==> config.mk <==
export PLATFORM = sky130hd
export DESIGN_NAME = lpt_top
export DESIGN_NICKNAME = d
export VERILOG_FILES = /design/src/design/lpt_pkg.sv /design/src/design/lpt_core_if.sv /design/src/design/lpt_dither.sv /design/src/design/lpt_ac_pol.sv /design/src/design/lpt_top.sv
export VERILOG_INCLUDE_DIRS = /design/src /design/src/design
export SDC_FILE = /design/constraint.sdc
export NUM_CORES = 1
export LEC_CHECK = 0
export BUFFER_PORTS_ARGS = -buffer_cell sky130_fd_sc_hd__clkbuf_2
export CAP_MARGIN = 5
export CORE_MARGIN = 3
export CORE_UTILIZATION = 64
export CTS_BUF_LIST = sky130_fd_sc_hd__clkbuf_8 sky130_fd_sc_hd__clkbuf_16
export DETAILED_ROUTE_END_ITERATION = 10
export PLACE_DENSITY = 0.87
export SLEW_MARGIN = 20
export SYNTH_ARGS = -nofsm -noshare
export SYNTH_HDL_FRONTEND = slang
export SYNTH_SLANG_ARGS = --single-unit
==> constraint.sdc <==
create_clock -name aclk -period 10.78 [get_ports aclk]
set_input_delay 0 -clock aclk [delete_from_list [all_inputs] [get_ports aclk]]
set_output_delay 0 -clock aclk [all_outputs]
set_load 0.1 [all_outputs]
==> src/design/lpt_consts.svh <==
// Constants of the LCD timing port: register map, fields, reset values, response codes
`ifndef LPT_CONSTS_SVH
`define LPT_CONSTS_SVH

`define LPT_AW            8
`define LPT_HW            10

`define LPT_OFF_CTRL      8'h00
`define LPT_OFF_HSIZE     8'h04
`define LPT_OFF_VSIZE     8'h08
`define LPT_OFF_ACCNT     8'h0C
`define LPT_OFF_CPHALF    8'h10
`define LPT_OFF_HGAP      8'h14
`define LPT_OFF_STATUS    8'h18

`define LPT_CTRL_EN       0
`define LPT_CTRL_MODE     1
`define LPT_CTRL_SPLIT    3
`define LPT_CTRL_ACLINE   4

`define LPT_STAT_IDLE     0
`define LPT_STAT_POL      1
`define LPT_STAT_UNDER    2
`define LPT_STAT_LINE     16

`define LPT_RST_HSIZE     10'h050
`define LPT_RST_VSIZE     10'h0F0
`define LPT_RST_ACCNT     8'h0D
`define LPT_RST_CPHALF    8'h04
`define LPT_RST_HGAP      10'h002

`define LPT_RESP_OKAY     2'h0
`define LPT_RESP_SLVERR   2'h2

`endif

==> src/design/lpt_pkg.sv <==
// Shared types of the LCD timing port
`include "lpt_consts.svh"
package lpt_pkg;

  typedef enum logic [1:0] {
    LPT_MONO  = 2'h0,
    LPT_GRAY  = 2'h1,
    LPT_COLOR = 2'h2
  } lpt_mode_t;

  typedef enum logic [2:0] {ST_OFF, ST_SHIFT, ST_LATCH, ST_GAP, ST_FRAME} lpt_state_t;

  typedef struct packed {
    lpt_state_t         state;
    logic [7:0]         div;
    logic               cp;
    logic [`LPT_HW:0]   nib;
    logic [`LPT_HW-1:0] line;
    logic [`LPT_HW-1:0] gap;
    logic [3:0]         phase;
    logic [3:0]         nibble;
    logic               load;
    logic               frame;
    logic               load_ev;
    logic               frame_ev;
    logic               idle;
    logic               ready;
    logic               under;
    logic               pol;
    logic               en;
    lpt_mode_t          mode;
    logic               split;
    logic               ac_line;
    logic [`LPT_HW-1:0] hsize;
    logic [`LPT_HW-1:0] vsize;
    logic [7:0]         accnt;
    logic [7:0]         cphalf;
    logic [`LPT_HW-1:0] hgap;
    logic               awready;
    logic [`LPT_AW-1:0] awaddr;
    logic               wready;
    logic [31:0]        wdata;
    logic [3:0]         wstrb;
    logic               bvalid;
    logic [1:0]         bresp;
    logic               arready;
    logic               rvalid;
    logic [31:0]        rdata;
    logic [1:0]         rresp;
  } lpt_top_st_t;

  typedef struct packed {
    logic       pol;
    logic [7:0] cnt;
  } lpt_ac_st_t;

endpackage

==> src/design/lpt_core_if.sv <==
// Signals between the sequencer, the dither stage and the polarity generator
`timescale 1ns/10ps
`default_nettype none
interface lpt_core_if;
  logic [15:0]        pix_word;
  lpt_pkg::lpt_mode_t mode;
  logic [3:0]         phase;
  logic [3:0]         nibble;
  logic               run;
  logic               ac_line;
  logic [7:0]         ac_count;
  logic               load_ev;
  logic               frame_ev;
  logic               polarity;

  modport seq  (output pix_word, mode, phase, run, ac_line, ac_count, load_ev, frame_ev,
                input nibble, polarity);
  modport dith (input pix_word, mode, phase, output nibble);
  modport acp  (input run, ac_line, ac_count, load_ev, frame_ev, output polarity);
endinterface
`default_nettype wire

==> src/design/lpt_dither.sv <==
// Pixel mode stage: four pixel levels in, one panel nibble out
`timescale 1ns/10ps
`default_nettype none
module lpt_dither (
  lpt_core_if.dith cif
);
  genvar i;
  generate
    for (i = 0; i < 4; i++) begin : g_pix
      logic [3:0] lvl;
      logic [3:0] thr;
      assign lvl = cif.pix_word[4*i +: 4];
      // Colour subpixels get staggered thresholds so the flicker spreads across them
      assign thr = (cif.mode == lpt_pkg::LPT_COLOR) ? 4'(cif.phase + 4'(4 * i)) : cif.phase;
      always_comb begin
        case (cif.mode)
          lpt_pkg::LPT_GRAY,
          lpt_pkg::LPT_COLOR: cif.nibble[i] = (lvl > thr);
          default:            cif.nibble[i] = lvl[3];
        endcase
      end
    end
  endgenerate
endmodule
`default_nettype wire

==> src/design/lpt_ac_pol.sv <==
// AC drive polarity generator, per frame or per programmable count of line latches
`timescale 1ns/10ps
`default_nettype none
module lpt_ac_pol (
  input  wire logic aclk,
  input  wire logic aresetn,
  input  wire logic ce,
  lpt_core_if.acp   cif
);
  lpt_pkg::lpt_ac_st_t st_ff;
  lpt_pkg::lpt_ac_st_t nxt_st;

  assign cif.polarity = st_ff.pol;

  always_comb begin
    nxt_st = st_ff;
    if (!cif.run) begin
      nxt_st.pol = 1'b0;
      nxt_st.cnt = 8'h00;
    end else if (cif.ac_line) begin
      if (cif.load_ev) begin
        if (st_ff.cnt >= cif.ac_count - 8'h01) begin
          nxt_st.pol = !st_ff.pol;
          nxt_st.cnt = 8'h00;
        end else begin
          nxt_st.cnt = st_ff.cnt + 8'h01;
        end
      end
    end else if (cif.frame_ev) begin
      nxt_st.pol = !st_ff.pol;
      nxt_st.cnt = 8'h00;
    end
  end

  always_ff @(posedge aclk) begin
    if (!aresetn) begin
      st_ff <= '{pol: 1'b0, cnt: 8'h00};
    end else if (ce) begin
      st_ff <= nxt_st;
    end
  end
endmodule
`default_nettype wire

==> src/design/lpt_top.sv <==
// LCD timing port: register slave, line and frame sequencer, panel pin drivers
`timescale 1ns/10ps
`default_nettype none
`include "lpt_consts.svh"
module lpt_top (
  input  wire logic               aclk,
  input  wire logic               aresetn,
  input  wire logic               ce,
  input  wire logic [`LPT_AW-1:0] s_axi_awaddr,
  input  wire logic               s_axi_awvalid,
  output logic                    s_axi_awready,
  input  wire logic [31:0]        s_axi_wdata,
  input  wire logic [3:0]         s_axi_wstrb,
  input  wire logic               s_axi_wvalid,
  output logic                    s_axi_wready,
  output logic [1:0]              s_axi_bresp,
  output logic                    s_axi_bvalid,
  input  wire logic               s_axi_bready,
  input  wire logic [`LPT_AW-1:0] s_axi_araddr,
  input  wire logic               s_axi_arvalid,
  output logic                    s_axi_arready,
  output logic [31:0]             s_axi_rdata,
  output logic [1:0]              s_axi_rresp,
  output logic                    s_axi_rvalid,
  input  wire logic               s_axi_rready,
  input  wire logic [15:0]        pix_word,
  input  wire logic               pix_valid,
  output logic                    pix_ready,
  output logic                    pixel_shift_clock,
  output logic [3:0]              pixel_nibble,
  output logic                    line_latch,
  output logic                    frame_start,
  output logic                    ac_polarity_toggle,
  output logic                    panel_enable,
  output logic                    video_idle_flag
);
  localparam lpt_pkg::lpt_top_st_t RST_ST = '{
    state:   lpt_pkg::ST_OFF,
    mode:    lpt_pkg::LPT_MONO,
    hsize:   `LPT_RST_HSIZE,
    vsize:   `LPT_RST_VSIZE,
    accnt:   `LPT_RST_ACCNT,
    cphalf:  `LPT_RST_CPHALF,
    hgap:    `LPT_RST_HGAP,
    idle:    1'b1,
    awready: 1'b1,
    wready:  1'b1,
    arready: 1'b1,
    default: '0
  };

  lpt_pkg::lpt_top_st_t st_ff;
  lpt_pkg::lpt_top_st_t nxt_st;
  lpt_core_if           cif ();

  logic [`LPT_HW:0] line_len;
  logic             tick;
  logic [31:0]      wmask;
  logic [31:0]      wval;

  function automatic logic is_mapped(input logic [`LPT_AW-1:0] a);
    case (a)
      `LPT_OFF_CTRL, `LPT_OFF_HSIZE, `LPT_OFF_VSIZE, `LPT_OFF_ACCNT,
      `LPT_OFF_CPHALF, `LPT_OFF_HGAP, `LPT_OFF_STATUS: is_mapped = 1'b1;
      default:                                          is_mapped = 1'b0;
    endcase
  endfunction

  function automatic logic [31:0] rd_val(input lpt_pkg::lpt_top_st_t s,
                                         input logic [`LPT_AW-1:0]   a);
    logic [31:0] v;
    v = 32'h0000_0000;
    case (a)
      `LPT_OFF_CTRL: begin
        v[`LPT_CTRL_EN]       = s.en;
        v[`LPT_CTRL_MODE +: 2] = s.mode;
        v[`LPT_CTRL_SPLIT]    = s.split;
        v[`LPT_CTRL_ACLINE]   = s.ac_line;
      end
      `LPT_OFF_HSIZE:  v[`LPT_HW-1:0] = s.hsize;
      `LPT_OFF_VSIZE:  v[`LPT_HW-1:0] = s.vsize;
      `LPT_OFF_ACCNT:  v[7:0]         = s.accnt;
      `LPT_OFF_CPHALF: v[7:0]         = s.cphalf;
      `LPT_OFF_HGAP:   v[`LPT_HW-1:0] = s.hgap;
      `LPT_OFF_STATUS: begin
        v[`LPT_STAT_IDLE]               = s.idle;
        v[`LPT_STAT_POL]                = s.pol;
        v[`LPT_STAT_UNDER]              = s.under;
        v[`LPT_STAT_LINE +: `LPT_HW]    = s.line;
      end
      default: v = 32'h0000_0000;
    endcase
    rd_val = v;
  endfunction

  assign cif.pix_word = pix_word;
  assign cif.mode     = st_ff.mode;
  assign cif.phase    = st_ff.phase;
  assign cif.run      = st_ff.en;
  assign cif.ac_line  = st_ff.ac_line;
  assign cif.ac_count = st_ff.accnt;
  // Events come from the next state so a polarity flip lands in the idle gap, not a burst
  assign cif.load_ev  = nxt_st.load_ev;
  assign cif.frame_ev = nxt_st.frame_ev;

  lpt_dither u_dither (
    .cif (cif.dith)
  );

  lpt_ac_pol u_ac_pol (
    .aclk    (aclk),
    .aresetn (aresetn),
    .ce      (ce),
    .cif     (cif.acp)
  );

  // Split panels interleave upper and lower half nibbles on one line
  assign line_len = st_ff.split ? {st_ff.hsize, 1'b0} : {1'b0, st_ff.hsize};
  assign tick     = (st_ff.div == st_ff.cphalf - 8'h01);
  assign wmask    = {{8{st_ff.wstrb[3]}}, {8{st_ff.wstrb[2]}},
                     {8{st_ff.wstrb[1]}}, {8{st_ff.wstrb[0]}}};
  assign wval     = (rd_val(st_ff, st_ff.awaddr) & ~wmask) | (st_ff.wdata & wmask);

  always_comb begin
    nxt_st          = st_ff;
    nxt_st.load_ev  = 1'b0;
    nxt_st.frame_ev = 1'b0;
    nxt_st.pol      = cif.polarity;

    // Register slave: address and data are taken in either order
    if (st_ff.awready && s_axi_awvalid) begin
      nxt_st.awaddr  = s_axi_awaddr;
      nxt_st.awready = 1'b0;
    end
    if (st_ff.wready && s_axi_wvalid) begin
      nxt_st.wdata  = s_axi_wdata;
      nxt_st.wstrb  = s_axi_wstrb;
      nxt_st.wready = 1'b0;
    end
    if (!st_ff.awready && !st_ff.wready && !st_ff.bvalid) begin
      nxt_st.bvalid = 1'b1;
      nxt_st.bresp  = is_mapped(st_ff.awaddr) ? `LPT_RESP_OKAY : `LPT_RESP_SLVERR;
      case (st_ff.awaddr)
        `LPT_OFF_CTRL: begin
          nxt_st.en      = wval[`LPT_CTRL_EN];
          nxt_st.mode    = lpt_pkg::lpt_mode_t'(wval[`LPT_CTRL_MODE +: 2]);
          nxt_st.split   = wval[`LPT_CTRL_SPLIT];
          nxt_st.ac_line = wval[`LPT_CTRL_ACLINE];
        end
        // Zero sizes would wrap the terminal counts, so they are raised to one
        `LPT_OFF_HSIZE:  nxt_st.hsize  = (wval[`LPT_HW-1:0] == '0) ? 10'h001 : wval[`LPT_HW-1:0];
        `LPT_OFF_VSIZE:  nxt_st.vsize  = (wval[`LPT_HW-1:0] == '0) ? 10'h001 : wval[`LPT_HW-1:0];
        `LPT_OFF_ACCNT:  nxt_st.accnt  = (wval[7:0] == 8'h00) ? 8'h01 : wval[7:0];
        `LPT_OFF_CPHALF: nxt_st.cphalf = (wval[7:0] == 8'h00) ? 8'h01 : wval[7:0];
        `LPT_OFF_HGAP:   nxt_st.hgap   = wval[`LPT_HW-1:0];
        `LPT_OFF_STATUS: begin
          if (st_ff.wstrb[0] && st_ff.wdata[`LPT_STAT_UNDER]) begin
            nxt_st.under = 1'b0;
          end
        end
        default: nxt_st.bresp = `LPT_RESP_SLVERR;
      endcase
    end
    if (st_ff.bvalid && s_axi_bready) begin
      nxt_st.bvalid  = 1'b0;
      nxt_st.awready = 1'b1;
      nxt_st.wready  = 1'b1;
    end
    if (st_ff.arready && s_axi_arvalid) begin
      nxt_st.rdata   = rd_val(st_ff, s_axi_araddr);
      nxt_st.rresp   = is_mapped(s_axi_araddr) ? `LPT_RESP_OKAY : `LPT_RESP_SLVERR;
      nxt_st.rvalid  = 1'b1;
      nxt_st.arready = 1'b0;
    end
    if (st_ff.rvalid && s_axi_rready) begin
      nxt_st.rvalid  = 1'b0;
      nxt_st.arready = 1'b1;
    end

    // Sequencer; a half period of the pixel clock is cphalf system clocks
    if (!st_ff.en) begin
      nxt_st.state  = lpt_pkg::ST_OFF;
      nxt_st.div    = 8'h00;
      nxt_st.cp     = 1'b0;
      nxt_st.nibble = 4'h0;
      nxt_st.load   = 1'b0;
      nxt_st.frame  = 1'b0;
      nxt_st.nib    = '0;
      nxt_st.line   = '0;
      nxt_st.gap    = '0;
    end else begin
      nxt_st.div = tick ? 8'h00 : st_ff.div + 8'h01;
      case (st_ff.state)
        lpt_pkg::ST_OFF: begin
          nxt_st.state = lpt_pkg::ST_SHIFT;
          nxt_st.div   = 8'h00;
        end
        lpt_pkg::ST_SHIFT: begin
          if (tick) begin
            if (!st_ff.cp) begin
              nxt_st.cp = 1'b1;
              if (pix_valid && st_ff.ready) begin
                nxt_st.nibble = cif.nibble;
              end else begin
                nxt_st.nibble = 4'h0;
                nxt_st.under  = 1'b1;
              end
            end else begin
              nxt_st.cp = 1'b0;
              if (st_ff.nib == line_len - 11'h001) begin
                nxt_st.nib     = '0;
                nxt_st.state   = lpt_pkg::ST_LATCH;
                nxt_st.load    = 1'b1;
                nxt_st.load_ev = 1'b1;
              end else begin
                nxt_st.nib = st_ff.nib + 11'h001;
              end
            end
          end
        end
        lpt_pkg::ST_LATCH: begin
          if (tick) begin
            // Last nibble stays put: data may only move with a rising pixel clock
            nxt_st.load   = 1'b0;
            nxt_st.gap    = '0;
            if (st_ff.line == st_ff.vsize - 10'h001) begin
              nxt_st.line     = '0;
              nxt_st.state    = lpt_pkg::ST_FRAME;
              nxt_st.frame    = 1'b1;
              nxt_st.frame_ev = 1'b1;
            end else begin
              nxt_st.line  = st_ff.line + 10'h001;
              nxt_st.state = lpt_pkg::ST_GAP;
            end
          end
        end
        lpt_pkg::ST_FRAME: begin
          if (tick) begin
            nxt_st.frame = 1'b0;
            nxt_st.phase = st_ff.phase + 4'h1;
            nxt_st.state = lpt_pkg::ST_GAP;
          end
        end
        lpt_pkg::ST_GAP: begin
          if (tick) begin
            if (st_ff.gap >= st_ff.hgap) begin
              nxt_st.state = lpt_pkg::ST_SHIFT;
            end else begin
              nxt_st.gap = st_ff.gap + 10'h001;
            end
          end
        end
        default: nxt_st.state = lpt_pkg::ST_OFF;
      endcase
    end

    // Underflow flag: a new miss wins over a clear in the same cycle
    nxt_st.idle  = (nxt_st.state != lpt_pkg::ST_SHIFT);
    // Ready is offered for exactly the cycle before the pixel clock rises
    nxt_st.ready = (nxt_st.state == lpt_pkg::ST_SHIFT) && !nxt_st.cp &&
                   (nxt_st.div == nxt_st.cphalf - 8'h01);
  end

  always_ff @(posedge aclk) begin
    if (!aresetn) begin
      st_ff <= RST_ST;
    end else if (ce) begin
      st_ff <= nxt_st;
    end
  end

  assign s_axi_awready      = st_ff.awready;
  assign s_axi_wready       = st_ff.wready;
  assign s_axi_bresp        = st_ff.bresp;
  assign s_axi_bvalid       = st_ff.bvalid;
  assign s_axi_arready      = st_ff.arready;
  assign s_axi_rdata        = st_ff.rdata;
  assign s_axi_rresp        = st_ff.rresp;
  assign s_axi_rvalid       = st_ff.rvalid;
  assign pix_ready          = st_ff.ready;
  assign pixel_shift_clock  = st_ff.cp;
  assign pixel_nibble       = st_ff.nibble;
  assign line_latch         = st_ff.load;
  assign frame_start        = st_ff.frame;
  assign ac_polarity_toggle = st_ff.pol;
  assign panel_enable       = st_ff.en;
  assign video_idle_flag    = st_ff.idle;
endmodule
`default_nettype wire

==> flow_summary.yaml, run 1 <==
run_status:
  run_status: "completed"
detailed_routing:
  viasPerCell: 6.33
  total_drc_errors_in_the_routed_layout: 0
  length_of_the_first_detailed_routing_pass_in_iterations: 6
  dr_total_vias: 10419
  dr.first_iter.drc_count: 1348
  route.antenna.remaining_nets: 0
  routed_wire_length_per_instance_um: 18.6
  totalWireLength_um: 30600
grt:
  number_of_antenna_violations_at_the_first_check_in_global_routing: 2
  grt_start_max_net_pins: 101
  grt-ovfl-total: 0
  groute.layer.met1.usage_pct: 42.6
  grtUsageMet3_pct: 9.21
  grt_use_met2_pct: 53.3
  grt_first_pass_wirelength_um: 49100
  grt.busiest_layer: "met2"
  grt_util_all_layers_pct: 33.4
  first_global_vias: 9831
clocking:
  cts-root-to-sink-buffers: 2
  worst_skew_pair_latency_ns: 0.44
  tritoncts: "yes"
  postCtsResizedCells: 0
  cts.reportedPaths.clkPinSlew_ns: 0.07
  cts.htree.levels: 4
  clock-sinks: 164
  clock_tree.root_cell: "sky130_fd_sc_hd__clkbuf_16"
  cts-buffers-inserted: 17
  post_cts.repair.setup_buffers: 0
timing:
  achievable-frequency_ghz: 0.200
  report.final.hold_viol_count: 0
  post_route_clock_period_utilization_pct: 46.4
  setup_viol: 0
  remaining_max_slew_budget_at_the_tightest_pin_pct: 26.7
  finalMaxSlewViolations: 0
  setup_total_negative_slack_ns: 0
  final_period_minus_worst_setup_slack_ns: 5.00
  rsz_0062_raised_after_global_routing: "no"
  timing.clock.skew_ns: 0.0129
  max_slew.worst_pin.slew_ns: 1.10
setup_path:
  reg2reg_slack_ns: 5.78
  crit_arrival_ns: 5.35
  rr_worst_depth: 14
  critical_path_capture_point_type: "flip-flop"
  critical_path.max_fanout: 30
  worstReg2RegStart: "st_ff[79]"
  rr_endpoint: "pix_ready"
  worst_setup_path_start_kind: "flip-flop"
  criticalPathCategory: "flip-flop to flip-flop"
  cp.required_ns: 11.13
pwr:
  vdd_ir_drop_max_uv: 114
  leakagePower_nw: 4.62
  p_total_mw: 1.37
  p_per_area_nw_per_um2: 116
logic_synthesis:
  post_synth_num_cell_types: 78
  synth_edf_count: 0
  yosys_warns: 0
  postSynth.asyncResetShare_pct: 0
  syn-instance-count: 1375
  most_used_dff_post_synth: "sky130_fd_sc_hd__dfxtp_1"
  ys_seq_area_share_pct: 30.5
  post_synth_instance_area_um2: 10700
  synthesis.area_per_instance_um2: 7.82
  synth_seq_cells: 164
placement:
  placedCellCount: 1581
  dp.final_hpwl_um: 21000
  place.gp.congestion: 0.988
  portBuffers: 90
die:
  die_height_um: 136
  dieArea_um2: 18400
  die_x_um: 136
  cell_row_count: 46
  core_um2: 16200
  initial_utilization_pct: 66.5
  ios: 129
cells_and_area:
  multiInputGateArea_um2: 6680
  most_frequent_cells_in_the_layout: "sky130_fd_sc_hd__nor2_1 (173), sky130_fd_sc_hd__dfxtp_1 (164), sky130_fd_sc_hd__nand2_1 (124)"
  layout.cells.non_filler: 1645
  post-route-util_pct: 73.1
  most_common_cell_after_layout_fill_and_taps_aside: "sky130_fd_sc_hd__nor2_1"
  seq_area_um2: 3280
  final_layout_size_suffix_gt1_share_pct: 11.5
  synthesis_to_finish_area_growth_pct: 10.1
  final_nets: 1537
  fillCellCount: 1223
flow_run:
  timing.max_cap.violations: 0
worst_hold_path:
  min_delay_path_depth: 5
  worstHoldPathType: "input port to flip-flop"
  worst_hold_path.endpoint: "pixel_nibble[1]"
  worst_hold_startpoint: "pix_word[7]"
[worst max path at each step]
stage	start	end	slack, ns	cells past startpoint
6_report	st_ff[79]	pix_ready	5.78	14
5_1_grt	st_ff[79]	pix_ready	5.48	14
4_1_cts	st_ff[79]	pix_ready	5.86	14
3_5_place_dp	st_ff[79]	pix_ready	6.06	14
3_3_place_gp	st_ff[79]	pix_ready	6.14	14
2_1_floorplan	ac_polarity_toggle	pix_ready	6.68	14
[synthesized netlist by cell type (17+ instances only)]
| library cell | n | area, µm² |
|---|---|---|
| sky130_fd_sc_hd__a21oi_1 | 96 | 480 |
| sky130_fd_sc_hd__xnor2_1 | 58 | 508 |
| sky130_fd_sc_hd__ha_1 | 46 | 576 |
| sky130_fd_sc_hd__nand4_1 | 18 | 113 |
| sky130_fd_sc_hd__buf_4 | 42 | 315 |
| sky130_fd_sc_hd__nor3_1 | 46 | 230 |
| sky130_fd_sc_hd__nand2_1 | 124 | 465 |
| sky130_fd_sc_hd__inv_1 | 47 | 176 |
| sky130_fd_sc_hd__and3_1 | 17 | 106 |
| sky130_fd_sc_hd__dfxtp_1 | 164 | 3280 |
| sky130_fd_sc_hd__nor2_1 | 173 | 649 |
| sky130_fd_sc_hd__clkbuf_1 | 65 | 244 |
| sky130_fd_sc_hd__xor2_1 | 34 | 298 |
| sky130_fd_sc_hd__o211ai_1 | 17 | 128 |
| sky130_fd_sc_hd__mux2i_1 | 64 | 641 |
| sky130_fd_sc_hd__o21ai_0 | 44 | 220 |
| sky130_fd_sc_hd__nand3_1 | 47 | 235 |
| sky130_fd_sc_hd__a211oi_1 | 30 | 225 |
[through the flow]
step | area (µm²) | setup WS, ns | hold WS [ns]
2_1_floorplan | 10800 | 6.68 | 0.136
3_3_place_gp | 11000 | 6.14 | 0.226
3_5_place_dp | 11000 | 6.06 | 0.228
4_1_cts | 11800 | 5.86 | 0.0201
5_1_grt | 11800 | 5.48 | 0.0934
6_report | 11800 | 5.78 | 0.0347
[worst max-delay path, cell delays in order, from the launching register on]
cell	delay, ns
sky130_fd_sc_hd__dfxtp_1	1.02
sky130_fd_sc_hd__nand3b_1	0.21
sky130_fd_sc_hd__a211oi_1	0.11
sky130_fd_sc_hd__o32ai_1	0.87
sky130_fd_sc_hd__buf_4	0.30
sky130_fd_sc_hd__and3_1	0.25
sky130_fd_sc_hd__a21oi_1	0.11
sky130_fd_sc_hd__or2_2	0.32
sky130_fd_sc_hd__ha_1	0.34
sky130_fd_sc_hd__or4_1	0.52
sky130_fd_sc_hd__a211oi_1	0.24
sky130_fd_sc_hd__o21ai_0	0.13
sky130_fd_sc_hd__a211oi_1	0.19
sky130_fd_sc_hd__nand4_1	0.11
sky130_fd_sc_hd__o21ai_0	0.20
[registers in the layout, indices dropped and copies added, names as in the netlist, 2 cells and up]
name / cells
s_axi_rdata: 20
cif.ac_count: 8
cif.phase: 4
cif.mode: 2
st_ff: 102
pixel_nibble: 4
u_ac_pol.st_ff: 8
[layout make-up]
| cell class | count | area share [%] |
|---|---|---|
| inverter | 48 | 1.52 |
| sequential | 164 | 27.8 |
| multi-input combinational | 1051 | 56.5 |
| tap | 216 | 2.28 |
| timing repair buffer | 132 | 7.11 |
| clock buffer | 20 | 3.95 |
| clock inverter | 12 | 0.846 |
| antenna | 2 | 0.0423 |
[repair_timing]
item                                    in CTS  in global routing
endpoints found under the setup margin       0                  0
hold buffers                                30                  0
endpoints found under the hold margin       27                  0
[report_power, final]
group	internal (mW)	total [mW]	switching, mW	leakage [nW]
clock	0.316	0.583	0.267	0.265
combinational	0.0479	0.163	0.115	3.03
sequential	0.614	0.625	0.0118	1.33
[kinds of logic (layout without fill, tap and decap cells)]
group / after synthesis / in the layout / synth area share [%]
DFF: 164 / 164 / 30.5
adders and majority gates: 46 / 46 / 5.35
and+or+nand+nor: 539 / 539 / 24.5
AOI/OAI and AO/OA: 286 / 286 / 17.2
muxes: 74 / 74 / 7.11
xor gates and xnor gates: 92 / 92 / 7.50
buffers and inverters: 173 / 212 / 7.79
other: 1 / 16 / 0.0349
[routing by layer]
metal / up-vias / part of all wire (%)
li1: 4909 / -
met5: - / 0
met1: 4785 / 39
met2: 609 / 45
met4: 0 / 4.3
met3: 116 / 11
Power figures use the tool's default switching activity.
==> run 2, diff against run 1 <==
- CORE_UTILIZATION: 64 -> 54
- PLACE_DENSITY: 0.87 -> 0.78
- clock period: 10.78 -> 4.35 ns (I/O delays scaled with it)
==> run 2 against run 1 <==
First-iteration DRC count fell by 28%. Clock skew down 0.0066 ns. Worst setup slack worse by 5.4 ns. Flip-flop and latch count stayed put. Final area up 2.3%. Critical endpoint unchanged.
==> flow_summary.yaml, run 2 (synthesis results as in run 1) <==
cells_and_area:
  stdcell_area_um2: 12100
  post-route-util_pct: 63.2
  antenna-diode-count: 0
  fillCellCount: 1651
  most_frequent_cells_in_the_layout: "sky130_fd_sc_hd__nor2_1 (173), sky130_fd_sc_hd__dfxtp_1 (162), sky130_fd_sc_hd__nand2_1 (124)"
  final_layout_size_suffix_gt1_share_pct: 13.3
  seq_area_um2: 3290
  layout.cells.non_filler: 1714
  multiInputGateArea_um2: 6680
  most_common_cell_after_layout_fill_and_taps_aside: "sky130_fd_sc_hd__nor2_1"
  registers.top_by_ff_count: "st_ff"
  synthesis_to_finish_area_growth_pct: 12.6
  final_nets: 1564
  largest_register_ffs: 102
setup_path:
  crit_arrival_ns: 4.29
  crit_path_end: "pix_ready"
  cp.required_ns: 4.71
  critical_path.max_fanout: 13
  rr_worst_depth: 15
  rr_endpoint: "pix_ready"
  reg2reg_slack_ns: 0.41
  criticalPathCategory: "flip-flop to flip-flop"
  critical_path_capture_point_type: "flip-flop"
  setup.worst_path.start: "st_ff[78]"
  worst_setup_path_start_kind: "flip-flop"
  worstReg2RegStart: "st_ff[78]"
detailed_routing:
  dr.max_layer_used: "met4"
  totalWireLength_um: 31300
  detailed_route_wirelength_on_metal3_um: 2780
  wl_met2_um: 14400
  route.antenna.remaining_nets: 0
  length_of_the_first_detailed_routing_pass_in_iterations: 6
  total_drc_errors_in_the_routed_layout: 0
  m1WireLength_um: 13300
  routed_wire_length_per_instance_um: 18.3
  viasPerCell: 6.00
  dr.first_iter.drc_count: 975
  dr_total_vias: 10276
placement:
  portBuffers: 90
  placedInstanceArea_um2: 11200
  placedCellCount: 1652
  place.gp.congestion: 0.987
  dp.final_hpwl_um: 22800
  dp_slack_ns: 0.354
clocking:
  cts.htree.levels: 4
  cts-buffers-inserted: 17
  clock_tree.root_cell: "sky130_fd_sc_hd__clkbuf_16"
  cts.reportedPaths.clkPinSlew_ns: 0.07
  tritoncts: "yes"
  post_cts.repair.setup_buffers: 0
  worst_skew_pair_latency_ns: 0.43
  cts-root-to-sink-buffers: 2
  clock-sinks: 164
timing:
  achievable-frequency_ghz: 0.254
  timing.final.ws_setup_ns: 0.410
  post_route_clock_period_utilization_pct: 90.6
  setup_viol: 0
  remaining_max_slew_budget_at_the_tightest_pin_pct: 32.6
  finalMaxSlewViolations: 0
  max_slew.worst_pin.slew_ns: 1.00
  rsz_0062_raised_after_global_routing: "no"
  timing.clock.skew_ns: 0.00624
  final.hold.worst_slack_ns: 0.0303
  final_period_minus_worst_setup_slack_ns: 3.94
  setup_total_negative_slack_ns: 0
  report.final.hold_viol_count: 0
grt:
  grt_start_max_net_pins: 53
  grt-ovfl-total: 0
  first_global_vias: 9466
  grt_util_all_layers_pct: 28.9
  grt_first_pass_wirelength_um: 50600
  number_of_antenna_violations_at_the_first_check_in_global_routing: 0
pwr:
  p_per_area_nw_per_um2: 288
  p_total_mw: 3.48
  leakagePower_nw: 4.79
  vdd_ir_drop_max_uv: 257
die:
  cell_row_count: 50
  dieArea_um2: 21600
  initial_utilization_pct: 56.2
  ios: 129
  die_height_um: 147
  die_x_um: 147
  core_um2: 19100
flow_run:
  timing.max_cap.violations: 0
worst_hold_path:
  worstHoldPathType: "input port to flip-flop"
run_status:
  run_status: "completed"
run 2: worst max-delay path: stages (launching register included):
cell	delay, ns
sky130_fd_sc_hd__dfxtp_1	0.57
sky130_fd_sc_hd__buf_4	0.27
sky130_fd_sc_hd__mux2i_1	0.20
sky130_fd_sc_hd__o32a_1	0.20
sky130_fd_sc_hd__nand3_1	0.08
sky130_fd_sc_hd__a21oi_1	0.18
sky130_fd_sc_hd__and3_1	0.30
sky130_fd_sc_hd__a21oi_1	0.12
sky130_fd_sc_hd__or2_2	0.33
sky130_fd_sc_hd__ha_1	0.31
sky130_fd_sc_hd__or4_1	0.52
sky130_fd_sc_hd__a211oi_1	0.22
sky130_fd_sc_hd__o21ai_0	0.11
sky130_fd_sc_hd__a211oi_1	0.17
sky130_fd_sc_hd__nand4_1	0.11
sky130_fd_sc_hd__o21ai_0	0.17
run 2: report_power, final:
part | switching (mW) | internal (mW) | leakage [nW] | total (mW)
Clock | 0.653 | 0.869 | 0.296 | 1.52
Combinational | 0.293 | 0.127 | 3.17 | 0.419
Sequential | 0.0222 | 1.52 | 1.33 | 1.54
run 2: final cells by class:
type	instances	share of cell area, %
Clock inverter	14	1.24
Multi-Input combinational cell	1051	55.2
Sequential cell	164	27.1
Clock buffer	18	3.63
Tap cell	260	2.69
Timing Repair Buffer	159	8.62
Inverter	48	1.49
run 2: metal layers:
layer	GRT usage, %	vias to the layer above
met2	46.2	464
met3	6.05	64
met4	9.97	0
li1	-	4930
met5	0	-
met1	39.0	4818
run 2: worst min path at each step:
stage	startpoint	to	slack (ns)	cells after the start
final	pix_word[15]	pixel_nibble[3]	0.03	5
after CTS	pix_word[15]	pixel_nibble[3]	0.02	5
after floorplan	s_axi_wdata[7]	st_ff[50]	0.14	2
after global routing	aresetn	s_axi_arready	0.07	3
after global placement	s_axi_wdata[2]	st_ff[45]	0.23	3
after detailed placement	s_axi_wdata[2]	st_ff[45]	0.23	3
run 2: repair_timing:
item / 4_1_cts / 5_1_grt
endpoints found under the setup margin: 0 / 1
endpoints found under the hold margin: 27 / 0
hold buffers: 30 / 0
gates resized for setup: 0 / 2
==> run 3, diff against run 2 <==
- RECOVER_POWER: not set -> 100
==> run 3 against run 2 <==
Clock power about the same. Combinational power hardly changed. Die area unchanged. Critical endpoint unchanged. Power shrank 0.10%. Critical path depth did not move.
==> flow_summary.yaml, run 3 (synthesis results as in run 1) <==
setup_path:
  rr_worst_depth: 15
  reg2reg_slack_ns: 0.42
  crit_chain: "buf_4 > mux2i_1 > o32a_1 > nand3_1 > a21oi_1 > and3_1 > a21oi_1 > or2_2 > ha_1 > or4_1 > a211oi_1 > o21ai_0 > a211oi_1 > nand4_1 > o21ai_0"
  critical_path.max_fanout: 13
  crit_path_end: "pix_ready"
  setup.worst_path.start: "st_ff[78]"
  critical_path_capture_point_type: "flip-flop"
  criticalPathCategory: "flip-flop to flip-flop"
  cp_slowest_stage_delay_ns: 0.57
  crit_cells: 15
  critical_path.slowest_cell: "sky130_fd_sc_hd__dfxtp_1"
  worstReg2RegStart: "st_ff[78]"
  timing.critical_path.max_delay_family: "simple AND/OR/NAND/NOR gates"
  critical_path_buf_inv_count: 1
  cp.required_ns: 4.70
  worst_setup_path_start_kind: "flip-flop"
  rr_endpoint: "pix_ready"
  crit_arrival_ns: 4.29
timing:
  setup_viol: 0
  achievable-frequency_ghz: 0.254
  report.final.hold_viol_count: 0
  remaining_max_slew_budget_at_the_tightest_pin_pct: 5.68
  final_period_minus_worst_setup_slack_ns: 3.93
  timing.final.ws_setup_ns: 0.416
  post_route_clock_period_utilization_pct: 90.4
  finalMaxSlewViolations: 0
  setup_total_negative_slack_ns: 0
  max_slew.worst_pin.slew_ns: 1.41
  timing.clock.skew_ns: 0.00636
  rsz_0062_raised_after_global_routing: "no"
cells_and_area:
  synthesis_to_finish_area_growth_pct: 12.0
  largest_register_ffs: 102
  most_frequent_cells_in_the_layout: "sky130_fd_sc_hd__nor2_1 (173), sky130_fd_sc_hd__dfxtp_1 (162), sky130_fd_sc_hd__nand2_1 (124)"
  final_layout_size_suffix_gt1_share_pct: 10.2
  registers.top_by_ff_count: "st_ff"
  most_common_cell_after_layout_fill_and_taps_aside: "sky130_fd_sc_hd__nor2_1"
  final_nets: 1564
  antenna-diode-count: 0
pwr:
  vdd_ir_drop_max_uv: 256
  p_per_area_nw_per_um2: 289
  leakagePower_nw: 4.64
detailed_routing:
  routed_wire_length_per_instance_um: 18.3
  totalWireLength_um: 31400
  dr.first_iter.drc_count: 962
  route.antenna.remaining_nets: 0
  dr_total_vias: 10294
  total_drc_errors_in_the_routed_layout: 0
  viasPerCell: 6.01
  length_of_the_first_detailed_routing_pass_in_iterations: 6
placement:
  place.gp.congestion: 0.987
  dp_slack_ns: 0.354
  dp.final_hpwl_um: 22800
  portBuffers: 90
clocking:
  cts.reportedPaths.clkPinSlew_ns: 0.07
  worst_skew_pair_latency_ns: 0.43
  tritoncts: "yes"
  clock-sinks: 164
  clock_tree.root_cell: "sky130_fd_sc_hd__clkbuf_16"
  cts-root-to-sink-buffers: 2
  cts.htree.levels: 4
  cts-buffers-inserted: 17
  post_cts.repair.setup_buffers: 0
die:
  dieArea_um2: 21600
  core_um2: 19100
  ios: 129
  die_x_um: 147
  initial_utilization_pct: 56.2
  cell_row_count: 50
  die_height_um: 147
grt:
  grt-ovfl-total: 0
  first_global_vias: 9466
  grt_start_max_net_pins: 53
  grt_util_all_layers_pct: 28.9
  grt_first_pass_wirelength_um: 50600
  number_of_antenna_violations_at_the_first_check_in_global_routing: 0
worst_hold_path:
  worst_hold_startpoint: "pix_word[15]"
  worstHoldPathType: "input port to flip-flop"
run_status:
  run_status: "completed"
flow_run:
  timing.max_cap.violations: 0
## run 3: metrics by stage
stage	hold WS [ns]	power [mW]	instance area, µm²	cells	util, %
2_1_floorplan	0.136	1.87	10800	1388	-
3_3_place_gp	0.229	1.96	11200	1652	58.6
3_5_place_dp	0.231	1.97	11200	1652	58.6
4_1_cts	0.0226	3.49	12100	1714	63.2
5_1_grt	0.0713	3.59	12000	1714	62.9
6_report	0.0360	3.48	12000	1714	62.9
## run 3: layer usage
layer	routed length [µm]	GRT usage, %	vias up	part of all wire (%)
met2	14300	46.2	456	46
met1	13500	39.0	4827	43
met3	2610	6.05	73	8.3
met4	1010	9.97	0	3.2
li1	-	-	4938	-
met5	0	0	-	0
## run 3: worst reg2reg max path: cells and delay by family, from the launching register on
family	cells	cell delay (ns)
multiplexers	1	0.20
AO/OA/AOI/OAI	7	1.18
AND/OR/NAND/NOR	5	1.32
adder cells (fa/ha/maj)	1	0.31
buffers and inverters	1	0.27
flip-flops	1	0.57
## run 3: cell type report
type                       count  area [µm²]
inverter                      48         180
multi-input combinational   1051        6680
tap                          260         325
fill                        1683        7110
clock inverter                14         150
clock buffer                  18         439
timing repair buffer         159         976
sequential                   164        3290
## run 3: power by group
part           switching (mW)  internal [mW]
clock                   0.652          0.869
combinational           0.293          0.124
sequential             0.0222           1.52
total                   0.967           2.51
## run 3: timing repair
item | 4_1_cts | 5_1_grt
hold endpoints to repair | 27 | 0
gates resized for setup | 0 | 2
setup endpoints to repair | 0 | 1
hold buffers | 30 | 0
## run 3: worst min-delay path by stage
stage / slack, ns / cells past startpoint / end
finish: 0.04 / 5 / pixel_nibble[3]
floorplan: 0.14 / 2 / st_ff[50]
global route: 0.07 / 3 / s_axi_arready
CTS: 0.02 / 5 / pixel_nibble[3]
global placement: 0.23 / 3 / st_ff[45]
detailed placement: 0.23 / 3 / st_ff[45]
